## config.mk

```make
export PLATFORM = sky130hd
export DESIGN_NAME = sffs_top
export DESIGN_NICKNAME = d
export VERILOG_FILES = /design/src/shared/sffs_pkg.sv /design/src/hdl/sffs_filt.sv /design/src/hdl/sffs_probe.sv /design/src/hdl/sffs_top.sv
export SDC_FILE = /design/constraint.sdc
export NUM_CORES = 1
export LEC_CHECK = 0
export BUFFER_PORTS_ARGS = -buffer_cell sky130_fd_sc_hd__buf_2
export CORE_AREA = 2 2 131 133
export CTS_BUF_LIST = sky130_fd_sc_hd__clkbuf_4 sky130_fd_sc_hd__clkbuf_8
export DETAILED_ROUTE_END_ITERATION = 10
export DIE_AREA = 0 0 133 135
export PLACE_DENSITY = 0.7
export SLEW_MARGIN = 10
export SYNTH_ARGS = -nofsm -noshare
export SYNTH_HDL_FRONTEND = slang
export SYNTH_SLANG_ARGS = --single-unit
```

## constraint.sdc

```tcl
create_clock -name pclk -period 5.5 [get_ports pclk]
set_input_delay 0.275 -clock pclk [delete_from_list [all_inputs] [get_ports pclk]]
set_output_delay 0.275 -clock pclk [all_outputs]
set_load 0.02 [all_outputs]
```

## src/shared/sffs_pkg.sv

```systemverilog
// Constants, register map and state codes of the sensor fault flag supervisor.
// Assumes one 200 MHz clock; every time below is turned into a cycle count here.
package sffs_pkg;

  // ==========================================================================
  // Clock and time conversion
  localparam int CLK_MHZ = 200;

  // Least times round up to whole cycles.
  function automatic int cyc_up(input longint ns);
    return int'((ns * CLK_MHZ + 999) / 1000);
  endfunction : cyc_up

  // ==========================================================================
  // Times in nanoseconds
  localparam int T_PROBE_LOW_NS = 32000;
  localparam int T_SHORT_PULSE_NS = 280;
  localparam int T_SHORT_LONG_NS = 25000;
  localparam int T_HOLD_NS = 3300000;
  localparam int T_STARTUP_NS = 42000;
  localparam int T_DG_ON_NS = 25600;
  localparam int T_DG_OFF_NS = 25000;
  localparam int T_DEGAUSS_NS = 110000000;
  localparam int T_SUPPLY_NS = 100000;
  localparam int T_COIL_NS = 100000;

  // ==========================================================================
  // Cycle counts
  localparam int PROBE_LOW_CYC = cyc_up(T_PROBE_LOW_NS);
  localparam int SHORT_PULSE_CYC = cyc_up(T_SHORT_PULSE_NS);
  localparam int SHORT_LONG_CYC = cyc_up(T_SHORT_LONG_NS);
  localparam int HOLD_CYC = cyc_up(T_HOLD_NS);
  localparam int STARTUP_CYC = cyc_up(T_STARTUP_NS);
  localparam int DG_ON_CYC = cyc_up(T_DG_ON_NS);
  localparam int DG_OFF_CYC = cyc_up(T_DG_OFF_NS);
  localparam int DEGAUSS_CYC = cyc_up(T_DEGAUSS_NS);
  localparam int SUPPLY_CYC = cyc_up(T_SUPPLY_NS);
  localparam int COIL_CYC = cyc_up(T_COIL_NS);
  localparam logic [1:0] SHORT_RUNS = 2'h3;
  localparam logic [2:0] GOOD_CYCLES = 3'h4;

  // ==========================================================================
  // Widths
  localparam int TIMER_W = 25;
  localparam int HALF_W = 13;
  localparam int FILT_W = 16;
  localparam int ADDR_W = 8;
  localparam int DATA_W = 32;
  localparam int EV_W = 6;

  // ==========================================================================
  // Register map
  localparam logic [7:0] ADDR_CTRL = 8'h00;
  localparam logic [7:0] ADDR_STATUS = 8'h04;
  localparam logic [7:0] ADDR_IRQ_STS = 8'h08;
  localparam logic [7:0] ADDR_IRQ_CLR = 8'h0c;
  localparam logic [7:0] ADDR_IRQ_EN = 8'h10;
  localparam int CTRL_DG_BIT = 0;
  localparam int CTRL_COIL_BIT = 1;
  localparam logic CTRL_COIL_RESET = 1'h1;
  localparam logic [5:0] IRQ_EN_RESET = 6'h00;
  localparam int EV_PROBE = 0;
  localparam int EV_SHORT = 1;
  localparam int EV_COIL = 2;
  localparam int EV_SUPPLY = 3;
  localparam int EV_DG_END = 4;
  localparam int EV_READY = 5;

  // ==========================================================================
  // Supervisor states
  typedef enum logic [2:0] {
    ST_STARTUP = 3'b000,
    ST_DEGAUSS = 3'b001,
    ST_RUN = 3'b010,
    ST_SHORT = 3'b011,
    ST_PROBE_FAULT = 3'b100,
    ST_HOLD = 3'b101
  } sffs_state_e;

endpackage : sffs_pkg

```

## src/hdl/sffs_filt.sv

```systemverilog
// Pin qualifier: two-flop synchroniser, then a level that only follows the pin
// after it has held its new value for HI_CYC (rising) or LO_CYC (falling) cycles.
`timescale 1ns/1ps
module sffs_filt #(
  parameter int HI_CYC = 1,
  parameter int LO_CYC = 1
) (
  // Clock and reset
  input wire logic pclk,
  input wire logic presetn,
  // Raw pin and qualified level
  input wire logic pin,
  output logic q
);
  import sffs_pkg::*;

  logic s1_r, s2_r, q_r, q_nxt;
  logic [FILT_W-1:0] cnt_r, cnt_nxt;

  // ==========================================================================
  // Qualification
  always_comb begin
    cnt_nxt = '0;
    q_nxt = q_r;
    if (s2_r != q_r) begin
      if (cnt_r >= (q_r ? FILT_W'(LO_CYC - 1) : FILT_W'(HI_CYC - 1))) begin
        q_nxt = s2_r;
      end else begin
        cnt_nxt = cnt_r + 1'b1;
      end
    end
  end

  always_ff @(posedge pclk or negedge presetn) begin
    if (!presetn) begin
      s1_r <= 1'b0;
      s2_r <= 1'b0;
      q_r <= 1'b0;
      cnt_r <= '0;
    end else begin
      s1_r <= pin;
      s2_r <= s1_r;
      q_r <= q_nxt;
      cnt_r <= cnt_nxt;
    end
  end

  assign q = q_r;

endmodule : sffs_filt

```

## src/hdl/sffs_probe.sv

```systemverilog
// Probe oscillation monitor: times each half-period of the comparator output.
// The comparator is asynchronous to pclk and is synchronised here.
`timescale 1ns/1ps
module sffs_probe #(
  parameter int LOW_CYC = 6400
) (
  // Clock and reset
  input wire logic pclk,
  input wire logic presetn,
  // Probe comparator pin
  input wire logic probe_comparator,
  // Qualified probe conditions
  output logic probe_dead,
  output logic probe_short,
  output logic probe_good
);
  import sffs_pkg::*;

  logic s1_r, s2_r, s3_r, dead_r, dead_nxt, low_ok_r, low_ok_nxt;
  logic [HALF_W-1:0] len_r, len_nxt;
  logic [1:0] runs_r, runs_nxt;
  logic [2:0] good_r, good_nxt;
  logic half_ok;

  // ==========================================================================
  // Half-period measurement
  always_comb begin
    half_ok = (len_r >= HALF_W'(SHORT_PULSE_CYC)) && (len_r < HALF_W'(LOW_CYC));
    len_nxt = (len_r == '1) ? len_r : len_r + 1'b1;
    dead_nxt = dead_r;
    low_ok_nxt = low_ok_r;
    runs_nxt = runs_r;
    good_nxt = good_r;
    if (s2_r != s3_r) begin
      len_nxt = HALF_W'(1);
      if (s2_r) begin
        low_ok_nxt = half_ok;
        dead_nxt = 1'b0;
      end else begin
        if (len_r < HALF_W'(SHORT_PULSE_CYC)) begin
          runs_nxt = (runs_r == SHORT_RUNS) ? runs_r : runs_r + 1'b1;
        end else begin
          runs_nxt = '0;
        end
        if (low_ok_r && half_ok) begin
          good_nxt = (good_r == GOOD_CYCLES) ? good_r : good_r + 1'b1;
        end else begin
          good_nxt = '0;
        end
      end
    end else if (!s2_r && len_r >= HALF_W'(LOW_CYC)) begin
      dead_nxt = 1'b1;
      good_nxt = '0;
    end
  end

  always_ff @(posedge pclk or negedge presetn) begin
    if (!presetn) begin
      s1_r <= 1'b0;
      s2_r <= 1'b0;
      s3_r <= 1'b0;
      len_r <= '0;
      dead_r <= 1'b0;
      low_ok_r <= 1'b0;
      runs_r <= '0;
      good_r <= '0;
    end else begin
      s1_r <= probe_comparator;
      s2_r <= s1_r;
      s3_r <= s2_r;
      len_r <= len_nxt;
      dead_r <= dead_nxt;
      low_ok_r <= low_ok_nxt;
      runs_r <= runs_nxt;
      good_r <= good_nxt;
    end
  end

  assign probe_dead = dead_r;
  assign probe_short = (runs_r == SHORT_RUNS);
  assign probe_good = (good_r == GOOD_CYCLES);

endmodule : sffs_probe

```

## src/hdl/sffs_top.sv

```systemverilog
// Sensor fault flag supervisor: drives the open-drain fault and clip flags and
// the compensation driver enable from probe, coil, supply and degauss inputs.
// Assumes asynchronous pins, an APB master on pclk and external pull-ups.
//
// Function
// - Probe low over 32 us raises fault.
// - Driver stays on while counting, off after.
// - Probe recovery: flag and driver reset 3.3 ms.
// - Three short probe pulses raise fault.
// - Short over 25 us then clear: 3.3 ms hold.
// - Short cleared within 25 us: release immediately.
// - Degauss abort: flag low, driver off 3.3 ms.
// - Open coil over 100 us: flag only.
// - Coil check enable low suppresses coil detection.
// - After power-on flag low about 42 us.
// - Supply low over 100 us: restart power-up.
// - Flag low throughout every degauss cycle.
// - Release flag once normal operation resumes.
// - Flags are open-drain, pull low only.
// - Degauss request needs 25.6 us high.
// - Degauss cycle lasts about 110 ms.
// - Abort needs request low 25 us.
// - Start needs four good probe cycles.
`timescale 1ns/1ps
module sffs_top #(
  parameter int PROBE_LOW_P = sffs_pkg::PROBE_LOW_CYC,
  parameter int SHORT_LONG_P = sffs_pkg::SHORT_LONG_CYC,
  parameter int HOLD_P = sffs_pkg::HOLD_CYC,
  parameter int STARTUP_P = sffs_pkg::STARTUP_CYC,
  parameter int DG_ON_P = sffs_pkg::DG_ON_CYC,
  parameter int DG_OFF_P = sffs_pkg::DG_OFF_CYC,
  parameter int DEGAUSS_P = sffs_pkg::DEGAUSS_CYC,
  parameter int SUPPLY_P = sffs_pkg::SUPPLY_CYC,
  parameter int COIL_P = sffs_pkg::COIL_CYC
) (
  // Clock and reset
  input wire logic pclk,
  input wire logic presetn,
  // APB slave
  input wire logic psel,
  input wire logic penable,
  input wire logic pwrite,
  input wire logic [sffs_pkg::ADDR_W-1:0] paddr,
  input wire logic [sffs_pkg::DATA_W-1:0] pwdata,
  output logic [sffs_pkg::DATA_W-1:0] prdata,
  output logic pready,
  output logic pslverr,
  // Asynchronous sensor and controller pins
  input wire logic probe_comparator,
  input wire logic coil_current_low,
  input wire logic coil_check_enable,
  input wire logic supply_low,
  input wire logic degauss_request,
  input wire logic clip_detect,
  // Open-drain flags
  output logic fault_flag_out,
  output logic fault_flag_oe_n,
  output logic clip_flag_out,
  output logic clip_flag_oe_n,
  // Driver control and interrupt
  output logic compensation_driver_en,
  output logic degauss_active,
  output logic irq
);
  import sffs_pkg::*;

  sffs_state_e state_r, state_nxt;
  logic [TIMER_W-1:0] timer_r, timer_nxt;
  logic pu_r, pu_nxt, probe_dead, probe_short, probe_good;
  logic dg_q, sup_q, coil_q, chk_q, clip_q;
  logic dg_prev_r, coil_prev_r, sup_prev_r, sw_dg_r, sw_dg_nxt;
  logic dg_rise, dg_fall, dg_start, coil_fault, timer_sat;
  logic [EV_W-1:0] ev, sts_r, sts_nxt, en_r, en_nxt;
  logic [DATA_W-1:0] prdata_r, prdata_nxt;
  logic pslverr_r, pslverr_nxt, irq_r, irq_nxt, ctrl_coil_r, ctrl_coil_nxt;
  logic fault_oe_n_r, fault_oe_n_nxt, clip_oe_n_r, drv_en_r, drv_en_nxt, dg_act_r;
  logic pin_low_r, presetn_q_r, setup, acc_wr;

  // ==========================================================================
  // Pin qualification
  sffs_probe #(.LOW_CYC(PROBE_LOW_P)) u_probe (
    .pclk(pclk),
    .presetn(presetn),
    .probe_comparator(probe_comparator),
    .probe_dead(probe_dead),
    .probe_short(probe_short),
    .probe_good(probe_good)
  );

  // Request high filter and abort filter differ on purpose.
  sffs_filt #(.HI_CYC(DG_ON_P), .LO_CYC(DG_OFF_P)) u_dg (
    .pclk(pclk), .presetn(presetn), .pin(degauss_request), .q(dg_q)
  );
  sffs_filt #(.HI_CYC(SUPPLY_P), .LO_CYC(1)) u_sup (
    .pclk(pclk), .presetn(presetn), .pin(supply_low), .q(sup_q)
  );
  sffs_filt #(.HI_CYC(COIL_P), .LO_CYC(1)) u_coil (
    .pclk(pclk), .presetn(presetn), .pin(coil_current_low), .q(coil_q)
  );
  sffs_filt #(.HI_CYC(1), .LO_CYC(1)) u_chk (
    .pclk(pclk), .presetn(presetn), .pin(coil_check_enable), .q(chk_q)
  );
  sffs_filt #(.HI_CYC(1), .LO_CYC(1)) u_clip (
    .pclk(pclk), .presetn(presetn), .pin(clip_detect), .q(clip_q)
  );

  assign dg_rise = dg_q && !dg_prev_r;
  assign dg_fall = !dg_q && dg_prev_r;
  assign dg_start = dg_rise || sw_dg_r;
  assign coil_fault = coil_q && chk_q && ctrl_coil_r;
  assign timer_sat = (timer_r == '1);

  // ==========================================================================
  // Supervisor state machine
  always_comb begin
    state_nxt = state_r;
    pu_nxt = pu_r;
    case (state_r)
      ST_STARTUP: begin
        if ((pu_r && dg_q) || dg_start) begin
          state_nxt = ST_DEGAUSS;
        end else if (timer_r >= TIMER_W'(STARTUP_P - 1) && probe_good) begin
          state_nxt = ST_RUN;
        end
      end
      ST_DEGAUSS: begin
        if (dg_fall) begin
          state_nxt = ST_HOLD;
        end else if (timer_r >= TIMER_W'(DEGAUSS_P - 1)) begin
          state_nxt = ST_STARTUP;
        end
      end
      ST_RUN: begin
        if (probe_dead) begin
          state_nxt = ST_PROBE_FAULT;
        end else if (probe_short) begin
          state_nxt = ST_SHORT;
        end else if (dg_start) begin
          state_nxt = ST_DEGAUSS;
        end
      end
      ST_SHORT: begin
        if (probe_dead) begin
          state_nxt = ST_PROBE_FAULT;
        end else if (!probe_short) begin
          state_nxt = ST_RUN;
        end else if (timer_r >= TIMER_W'(SHORT_LONG_P - 1)) begin
          state_nxt = ST_PROBE_FAULT;
        end
      end
      ST_PROBE_FAULT: begin
        if (!probe_dead && !probe_short) begin
          state_nxt = ST_HOLD;
        end
      end
      ST_HOLD: begin
        if (probe_dead) begin
          state_nxt = ST_PROBE_FAULT;
        end else if (probe_short) begin
          state_nxt = ST_SHORT;
        end else if (timer_r >= TIMER_W'(HOLD_P - 1)) begin
          state_nxt = ST_RUN;
        end
      end
      default: state_nxt = ST_STARTUP;
    endcase
    if (sup_q) begin
      state_nxt = ST_STARTUP;
      pu_nxt = 1'b1;
    end else if (state_nxt != ST_STARTUP) begin
      pu_nxt = 1'b0;
    end
    // Each new state restarts the shared timer; a finished degauss skips the wait.
    if (sup_q || state_nxt != state_r) begin
      timer_nxt = '0;
    end else begin
      timer_nxt = timer_sat ? timer_r : timer_r + 1'b1;
    end
    if (!sup_q && state_r == ST_DEGAUSS && state_nxt == ST_STARTUP) begin
      timer_nxt = TIMER_W'(STARTUP_P - 1);
    end
    // Outputs follow the next state so they change with it, not a cycle later.
    fault_oe_n_nxt = (state_nxt == ST_RUN) && !coil_fault && !sup_q;
    drv_en_nxt = (state_nxt == ST_RUN) || (state_nxt == ST_SHORT);
  end

  always_ff @(posedge pclk or negedge presetn) begin
    if (!presetn) begin
      state_r <= ST_STARTUP;
      timer_r <= '0;
      pu_r <= 1'b1;
      dg_prev_r <= 1'b0;
      coil_prev_r <= 1'b0;
      sup_prev_r <= 1'b0;
      fault_oe_n_r <= 1'b0;
      clip_oe_n_r <= 1'b1;
      drv_en_r <= 1'b0;
      dg_act_r <= 1'b0;
      pin_low_r <= 1'b0;
    end else begin
      state_r <= state_nxt;
      timer_r <= timer_nxt;
      pu_r <= pu_nxt;
      dg_prev_r <= dg_q;
      coil_prev_r <= coil_fault;
      sup_prev_r <= sup_q;
      fault_oe_n_r <= fault_oe_n_nxt;
      clip_oe_n_r <= !clip_q;
      drv_en_r <= drv_en_nxt;
      dg_act_r <= (state_nxt == ST_DEGAUSS);
      pin_low_r <= 1'b0;
    end
  end

  // ==========================================================================
  // APB registers and interrupt
  always_comb begin
    setup = psel && !penable;
    acc_wr = psel && penable && pwrite;
    ev = '0;
    ev[EV_PROBE] = (state_nxt == ST_PROBE_FAULT) && (state_r != ST_PROBE_FAULT);
    ev[EV_SHORT] = (state_nxt == ST_SHORT) && (state_r != ST_SHORT);
    ev[EV_COIL] = coil_fault && !coil_prev_r;
    ev[EV_SUPPLY] = sup_q && !sup_prev_r;
    ev[EV_DG_END] = (state_r == ST_DEGAUSS) && (state_nxt != ST_DEGAUSS);
    ev[EV_READY] = (state_nxt == ST_RUN) && (state_r != ST_RUN);
    ctrl_coil_nxt = ctrl_coil_r;
    sw_dg_nxt = 1'b0;
    en_nxt = en_r;
    sts_nxt = sts_r;
    if (acc_wr && paddr == ADDR_CTRL) begin
      ctrl_coil_nxt = pwdata[CTRL_COIL_BIT];
      sw_dg_nxt = pwdata[CTRL_DG_BIT];
    end
    if (acc_wr && paddr == ADDR_IRQ_EN) begin
      en_nxt = pwdata[EV_W-1:0];
    end
    if (acc_wr && paddr == ADDR_IRQ_CLR) begin
      sts_nxt = sts_r & ~pwdata[EV_W-1:0];
    end
    // A new event in the clearing cycle survives the clear.
    sts_nxt = sts_nxt | ev;
    irq_nxt = |(sts_nxt & en_nxt);
    prdata_nxt = prdata_r;
    pslverr_nxt = pslverr_r;
    if (setup) begin
      prdata_nxt = '0;
      pslverr_nxt = 1'b0;
      case (paddr)
        ADDR_CTRL: prdata_nxt = DATA_W'({ctrl_coil_r, 1'b0});
        ADDR_STATUS: prdata_nxt = DATA_W'({dg_q, sup_q, coil_fault, probe_good, probe_short,
                                           probe_dead, drv_en_r, !fault_oe_n_r, state_r});
        ADDR_IRQ_STS: prdata_nxt = DATA_W'(sts_r);
        ADDR_IRQ_CLR: prdata_nxt = '0;
        ADDR_IRQ_EN: prdata_nxt = DATA_W'(en_r);
        default: pslverr_nxt = 1'b1;
      endcase
    end
  end

  always_ff @(posedge pclk or negedge presetn) begin
    if (!presetn) begin
      ctrl_coil_r <= CTRL_COIL_RESET;
      sw_dg_r <= 1'b0;
      en_r <= IRQ_EN_RESET;
      sts_r <= '0;
      irq_r <= 1'b0;
      prdata_r <= '0;
      pslverr_r <= 1'b0;
      presetn_q_r <= 1'b0;
    end else begin
      ctrl_coil_r <= ctrl_coil_nxt;
      sw_dg_r <= sw_dg_nxt;
      en_r <= en_nxt;
      sts_r <= sts_nxt;
      irq_r <= irq_nxt;
      prdata_r <= prdata_nxt;
      pslverr_r <= pslverr_nxt;
      presetn_q_r <= 1'b1; // Zero-wait slave: ready from the first edge after reset.
    end
  end

  assign prdata = prdata_r;
  assign pready = presetn_q_r;
  assign pslverr = pslverr_r;
  assign fault_flag_out = pin_low_r;
  assign fault_flag_oe_n = fault_oe_n_r;
  assign clip_flag_out = pin_low_r;
  assign clip_flag_oe_n = clip_oe_n_r;
  assign compensation_driver_en = drv_en_r;
  assign degauss_active = dg_act_r;
  assign irq = irq_r;
endmodule : sffs_top

```

==> results of run 1 <==
[worst paths after layout]
check / end / slack, ps / cells past startpoint / start
setup / recovery: timer_r[7]$_DFFE_PN0P_ / 2120 / 7 / timer_r[20]$_DFFE_PN0P_
hold / removal: en_r[3]$_DFF_PN0_ / 90 / 2 / pwdata[3]
setup reg to reg: timer_r[7]$_DFFE_PN0P_ / 2120 / 7 / timer_r[20]$_DFFE_PN0P_
hold reg to reg: u_dg.s2_r$_DFF_PN0_ / 350 / 0 / u_dg.s1_r$_DFF_PN0_
max in group asynchronous: prdata[6]$_DFFE_PN0P_ / 3710 / 3 / presetn
min in group asynchronous: u_coil.cnt_r[5]$_DFF_PN0_ / 430 / 2 / presetn
[routing by layer]
layer	part of all wire (%)	global-route usage [%]	routed length, um	vias to the layer above
met1	48	25.2	7540	2911
met2	47	29.6	7400	116
met4	1.8	6.81	288	0
met3	3.7	4.47	591	25
li1	-	-	-	2977
met5	0	0	0	-
[area by class of cell]
type / count / share of cell area, %
multi-input combinational: 631 / 45.6
clock inverter: 13 / 1.68
clock buffer: 19 / 2.80
timing repair buffer: 53 / 3.57
sequential: 150 / 42.3
inverter: 23 / 0.973
tap: 220 / 3.10
[cells in the mapped netlist, drive strengths merged (16+ instances only)]
cell type / instances
nand3: 53
a21oi: 27
o21ai: 37
nand2: 62
ha: 32
xnor2: 30
buf: 29
and3: 23
clkbuf: 22
xor2: 39
nor2: 99
inv: 23
dfrtp: 147
and2: 16
[critical path, delay by kind of cell (launching register included)]
| family | cells | cell delay, ps |
|---|---|---|
| flip-flops | 1 | 500 |
| AO/OA/AOI/OAI | 5 | 1900 |
| AND/OR/NAND/NOR | 2 | 810 |
[power groups by stage]
stage          Combinational, uW  Clock [uW]  Sequential [uW]
2_1_floorplan                552           0             1260
3_3_place_gp                 623           0             1300
3_5_place_dp                 633           0             1300
4_1_cts                      639         877             1280
5_1_grt                      711         925             1300
6_report                     636         852             1280
[stage by stage]
step,total power [uW],std cells
final,2770,1109
after floorplan,1810,855
after global routing,2940,1109
after CTS,2800,1109
after global placement,1930,1070
after detailed placement,1940,1070
[cells by family after synthesis]
kind of cell	Yosys count	synth area share [%]
adders and majority gates	32	4.94
DFF	150	46.4
other	2	0.0927
buffers and inverters	74	4.82
and+or+nand+nor	346	22.2
muxes	14	1.95
AOI/OAI and AO/OA	143	12.2
xor gates and xnor gates	69	7.46
[cells in the final DEF, fill, tap and decap left out, types with 4 or more instances in the layout]
master,netlist,layout
nor2_1,98,98
nor3_1,13,13
a21oi_1,25,25
clkbuf_8,0,17
xnor2_1,30,30
or2_2,5,5
nand3b_1,4,4
buf_4,23,4
clkinv_4,0,4
o211ai_1,5,5
nor2b_1,11,11
a211oi_1,6,6
nand3_1,53,53
and4_1,4,4
a31oi_1,5,5
nor4_1,6,6
or3_1,12,12
and2_1,16,16
conb_1,2,27
o21ai_0,33,33
a222oi_1,5,5
mux2_2,10,10
dlygate4sd3_1,0,7
a21boi_0,6,6
dfrtp_1,147,147
or4_1,6,6
buf_2,2,41
inv_1,23,23
nand2_1,62,62
nand2b_1,7,7
ha_1,32,32
and3_1,23,23
a21o_1,11,11
nand4_1,10,10
xor2_1,39,39
[state kept, by name, summed over array words and instances, names as in the netlist, 2 cells and up]
signal / flops
u_probe.len_r: 13
u_dg.cnt_r: 16
u_probe.runs_r: 2
u_coil.cnt_r: 16
u_sup.cnt_r: 16
prdata: 11
state_r: 3
timer_r: 25
en_r: 6
sts_r: 6
u_probe.good_r: 3
[what timing repair did]
action	in CTS	in global routing
buffers inserted	0	0
setup endpoints to repair	0	0
hold buffers	7	0
endpoints found under the hold margin	85	0
==> run summary, run 1 <==
Status = finished clean
Synth Instances = 830
CTS max path bufs = 2
Slowest CP cell = o211ai_2
Die H = 135 um
Worst setup margin = 2120 ps
Worst Hold Class = input port to flop
Violation count after the first detailed-routing iteration = 347
Internal power = 1820 uW
# resized after CTS = 0
Placement Cell Area = 8410 um2
Biggest area consumer among synthesized cells = dfrtp_1
Worst-margin pin slew = 1140 ps
Part of the power in registers = 46.3%
Area occupied by registers = 3760 um2
Final Core Density = 54.1%
Initial antenna violation count = 0
GP Congestion = 0.883
Crit path max fanout = 25
Synth top area share = 45.4%
Post-DP HPWL = 11.0 mm
Fillcell total = 1468
Root Driver = clkbuf_8
First-pass GRT wire length = 27.1 mm
Max incr delay on CP = 910 ps
Fmax = 296 MHz
Post-route DRC = 0
Post-synth ARST share = 100%
Final instance area = 8880 um2
Worst-Skew Late Latency = 460 ps
GR Util All Layers = 18.7%
CTS tree = yes
CTS Buf Count = 17
Layout cells sized above 1 = 13.0%
Synth area leaders = dfrtp_1 45%, ha_1 4.9%, nor2_1 4.5%
Setup TNS = 0 ps
Vias in the first global route = 5651
Number of buffers added on ports = 42
Leak = 0.00413 uW
Crit end category = flop
Diodes inserted = 0
Setup violators final = 0
Setup CP Type = flop to flop
Synth warn = 0
Slew HR = 23.0%
Pwr dens = 312 nW/um2
Clock sink count = 150
Starting Density = 49.4%
Combinational Power Share = 22.9%
DRT antenna net count = 0
Total vias in the final route = 6029
Unrepaired setup endpoints after global routing = no
Sw frac = 34.2%
Clk pwr share = 30.7%
Post-Route WL = 15.8 mm
Slew Limit Fails = 0
Pre-CTS setup slack = 2150 ps
First-pass DRT Iterations = 5
Largest net degree at the start of global routing = 82
Avg Inst Size Synth = 9.76 um2
Psw = 948 uW
Top FF cell, synth = dfrtp_1
Netlist cell types = 77
# IOs = 92
Max-Cap Viols = 0
Crit path DAT = 3660 ps
# rows = 47
Vias/cell = 5.44
Gr ovfl total = 0
Final Hold Fails = 0
Clock skew = 12.4 ps
# nets final = 959
Multi-input gate area = 4040 um2
Final period util = 61.4%
Register area share after synthesis = 46.4%
Number of flops mapped to enable cells by yosys = 0
Routed len/inst = 14.3 um
Critical Path RT = 5790 ps
Tmin final = 3380 ps
Synth Register Bits = 150
# H-tree levels = 4
Core region area = 16400 um2
Startpoint Class = flop
VDD IR-drop max = 205 uV
Netlist Area Pre-Place = 8100 um2
Die area = 18000 um2
Reg clk slew, reported paths = 90 ps
Area delta synth->final = 9.63%
Hold WS = 86.6 ps
Critical path cell sequence = or3_4, nor4_1, o311a_1, a2bb2oi_1, a31oi_1, o211ai_2, o21ai_0
Die width = 133 um
No activity file was read; power rests on OpenSTA's default activity.
==> run 2, diff against run 1 <==
==> constraint.sdc (replaced) <==
create_clock -name pclk -period 3.35 [get_ports pclk]
set_input_delay 0.1675 -clock pclk [delete_from_list [all_inputs] [get_ports pclk]]
set_output_delay 0.1675 -clock pclk [all_outputs]
set_load 0.02 [all_outputs]
==> run 2 against run 1 <==
  * Sequential cell count unchanged
  * Combinational power up 76%
  * Via count up 0.35%
  * Final area up 1.5%
  * Die area unchanged
  * First-iteration DRC count up 29%
  * Count of clock-buffer cells in the layout down 2
  * Maximum frequency up 14%
  * Core utilization up 0.82 points
  * Total power up 67%
  * Highest routed layer unchanged
  * Routed wire length up 0.71%
==> run summary, run 2 (synthesized netlist as in run 1, its figures left out) <==
Vias in the first global route = 5664 (was 5651)
Slew Limit Fails = 0 (unchanged)
Crit path DAT = 3270 ps (was 3660 ps)
CTS max path bufs = 2 (unchanged)
First-pass DRT Iterations = 4 (was 5)
Largest Register = timer_r (unchanged)
Crit end category = flop (unchanged)
Worst-Skew Late Latency = 470 ps (was 460 ps)
Sw frac = 35.8% (was 34.2%)
Psw = 1650 uW (was 948 uW)
Fmax = 338 MHz (was 296 MHz)
Number of buffers added on ports = 42 (unchanged)
Crit path max fanout = 16 (was 25)
Clk pwr share = 30.4% (was 30.7%)
Status = finished clean (unchanged)
Hold endpoint = pslverr$_DFFE_PN0P_ (was en_r[3]$_DFF_PN0_)
First-pass GRT wire length = 26.9 mm (was 27.1 mm)
Worst Hold Class = input port to flop (unchanged)
Setup CP Type = flop to flop (unchanged)
CTS tree = yes (unchanged)
Clock skew = 8.43 ps (was 12.4 ps)
Setup violators final = 0 (unchanged)
# H-tree levels = 4 (unchanged)
Die H = 135 um (unchanged)
Slew HR = 20.7% (was 23.0%)
Critical Path RT = 3660 ps (was 5790 ps)
Starting Density = 49.4% (unchanged)
Post CTS Setup Buffer Count = 0 (unchanged)
Worst setup margin = 388 ps (was 2120 ps)
VDD IR-drop max = 451 uV (was 205 uV)
Gr ovfl total = 0 (unchanged)
GR Util All Layers = 18.6% (was 18.7%)
Pwr dens = 512 nW/um2 (was 312 nW/um2)
# IOs = 92 (unchanged)
GP Congestion = 0.868 (was 0.883)
Tmin final = 2960 ps (was 3380 ps)
WHS Path Cells = 3 (was 2)
# nets final = 974 (was 959)
Commonest cells after routing, fill and taps aside = 147 x dfrtp_1, 98 x nor2_1, 62 x nand2_1 (unchanged)
Internal power = 2970 uW (was 1820 uW)
Root Driver = clkbuf_8 (unchanged)
Reg-to-reg startpoint = u_sup.q$_DFFE_PN0P_ (was timer_r[20]$_DFFE_PN0P_)
Layout cells sized above 1 = 13.7% (was 13.0%)
Routed len/inst = 14.2 um (was 14.3 um)
Unrepaired setup endpoints after global routing = no (unchanged)
R2r setup slk = 390 ps (was 2120 ps)
Worst-margin pin slew = 1180 ps (was 1140 ps)
Max FFs per register = 25 (unchanged)
Fillcell total = 1469 (was 1468)
Post-DP HPWL = 10.9 mm (was 11.0 mm)
Vias/cell = 5.38 (was 5.44)
Die width = 133 um (unchanged)
Final period util = 88.4% (was 61.4%)
Combinational Power Share = 24.3% (was 22.9%)
Largest net degree at the start of global routing = 103 (was 82)
Clock sink count = 150 (unchanged)
Violation count after the first detailed-routing iteration = 447 (was 347)
Most common cell after layout, fill and taps aside = dfrtp_1 (unchanged)
DRT antenna net count = 0 (unchanged)
Hold_sp = paddr[4] (was pwdata[3])
Total vias in the final route = 6050 (was 6029)
R2r endpoint = u_sup.cnt_r[13]$_DFF_PN0_ (was timer_r[7]$_DFFE_PN0P_)
CTS Buf Count = 17 (unchanged)
Max-Cap Viols = 0 (unchanged)
Leak = 0.00421 uW (was 0.00413 uW)
# rows = 47 (unchanged)
Reg clk slew, reported paths = 90 ps (about the same)
Post-Route WL = 15.9 mm (was 15.8 mm)
Pre-CTS setup slack = 313 ps (was 2150 ps)
Initial antenna violation count = 0 (unchanged)
Diodes inserted = 0 (unchanged)
Final Hold Fails = 0 (unchanged)
Area delta synth->final = 11.3% (was 9.63%)
Post-route DRC = 0 (unchanged)
Register-to-Register Path Depth = 5 (was 7)
Part of the power in registers = 45.3% (was 46.3%)
Setup TNS = 0 ps (unchanged)
Core region area = 16400 um2 (unchanged)
Die area = 18000 um2 (unchanged)
Startpoint Class = flop (unchanged)
[run 2: metal layers]
metal | track usage, % | vias to the layer above | wire length, um
met1 | 25.4 | 2919 | 7730
met5 | 0 | - | 0
li1 | - | 3014 | -
met2 | 29.4 | 98 | 7380
met4 | 6.99 | 0 | 270
met3 | 3.79 | 19 | 554
[run 2: critical path, stage by stage, from the launching register on]
cell and delay, ps:
dfrtp_1 480, ha_1 350, or4b_2 590, or3_1 340, o211ai_1 930, nor2_1 120
[run 2: layout make-up]
cell class	instances	area (um2)	share of cell area, %
clock inverters	15	156	1.74
repair buffers	68	459	5.10
inverters	23	86.3	0.958
multi-input cells	631	4040	44.9
flip-flops and latches	150	3760	41.7
well taps	220	275	3.05
clock buffers	17	234	2.60
[run 2: power groups by stage]
stage / Clock, uW / Combinational [uW] / Sequential (uW)
floorplan: 0 / 906 / 2070
global placement: 0 / 1090 / 2120
detailed placement: 0 / 1110 / 2120
CTS: 1440 / 1120 / 2090
global route: 1520 / 1240 / 2110
finish: 1400 / 1120 / 2090
[run 2: how the worst max path moves through the flow]
stage	startpoint	to	slack (ps)	cells past startpoint
after global routing	u_sup.q$_DFFE_PN0P_	u_sup.cnt_r[5]$_DFF_PN0_	190	5
after CTS	u_sup.q$_DFFE_PN0P_	u_sup.cnt_r[8]$_DFF_PN0_	340	5
final	u_sup.q$_DFFE_PN0P_	u_sup.cnt_r[13]$_DFF_PN0_	390	5
after detailed placement	u_sup.q$_DFFE_PN0P_	u_sup.cnt_r[5]$_DFF_PN0_	310	5
after floorplan	u_sup.q$_DFFE_PN0P_	u_sup.cnt_r[10]$_DFF_PN0_	640	11
after global placement	u_sup.q$_DFFE_PN0P_	u_sup.cnt_r[11]$_DFF_PN0_	400	5
[run 2: per-stage QoR]
stage	instance area (um2)	hold WS [ps]	std cells	power [uW]	utilization (%)
final	9010	29.3	1124	4620	54.9
after global routing	9010	39.4	1124	4870	54.9
after CTS	9010	5.60	1124	4650	54.9
after detailed placement	8480	277	1078	3230	51.7
after global placement	8480	275	1078	3210	51.7
after floorplan	8190	-128	855	2970	-
[run 2: timing repair]
| action | CTS | global route |
|---|---|---|
| endpoints found under the setup margin | 0 | 0 |
| endpoints found under the hold margin | 115 | 0 |
| resized for setup | 0 | 0 |
| hold buffers | 14 | 0 |
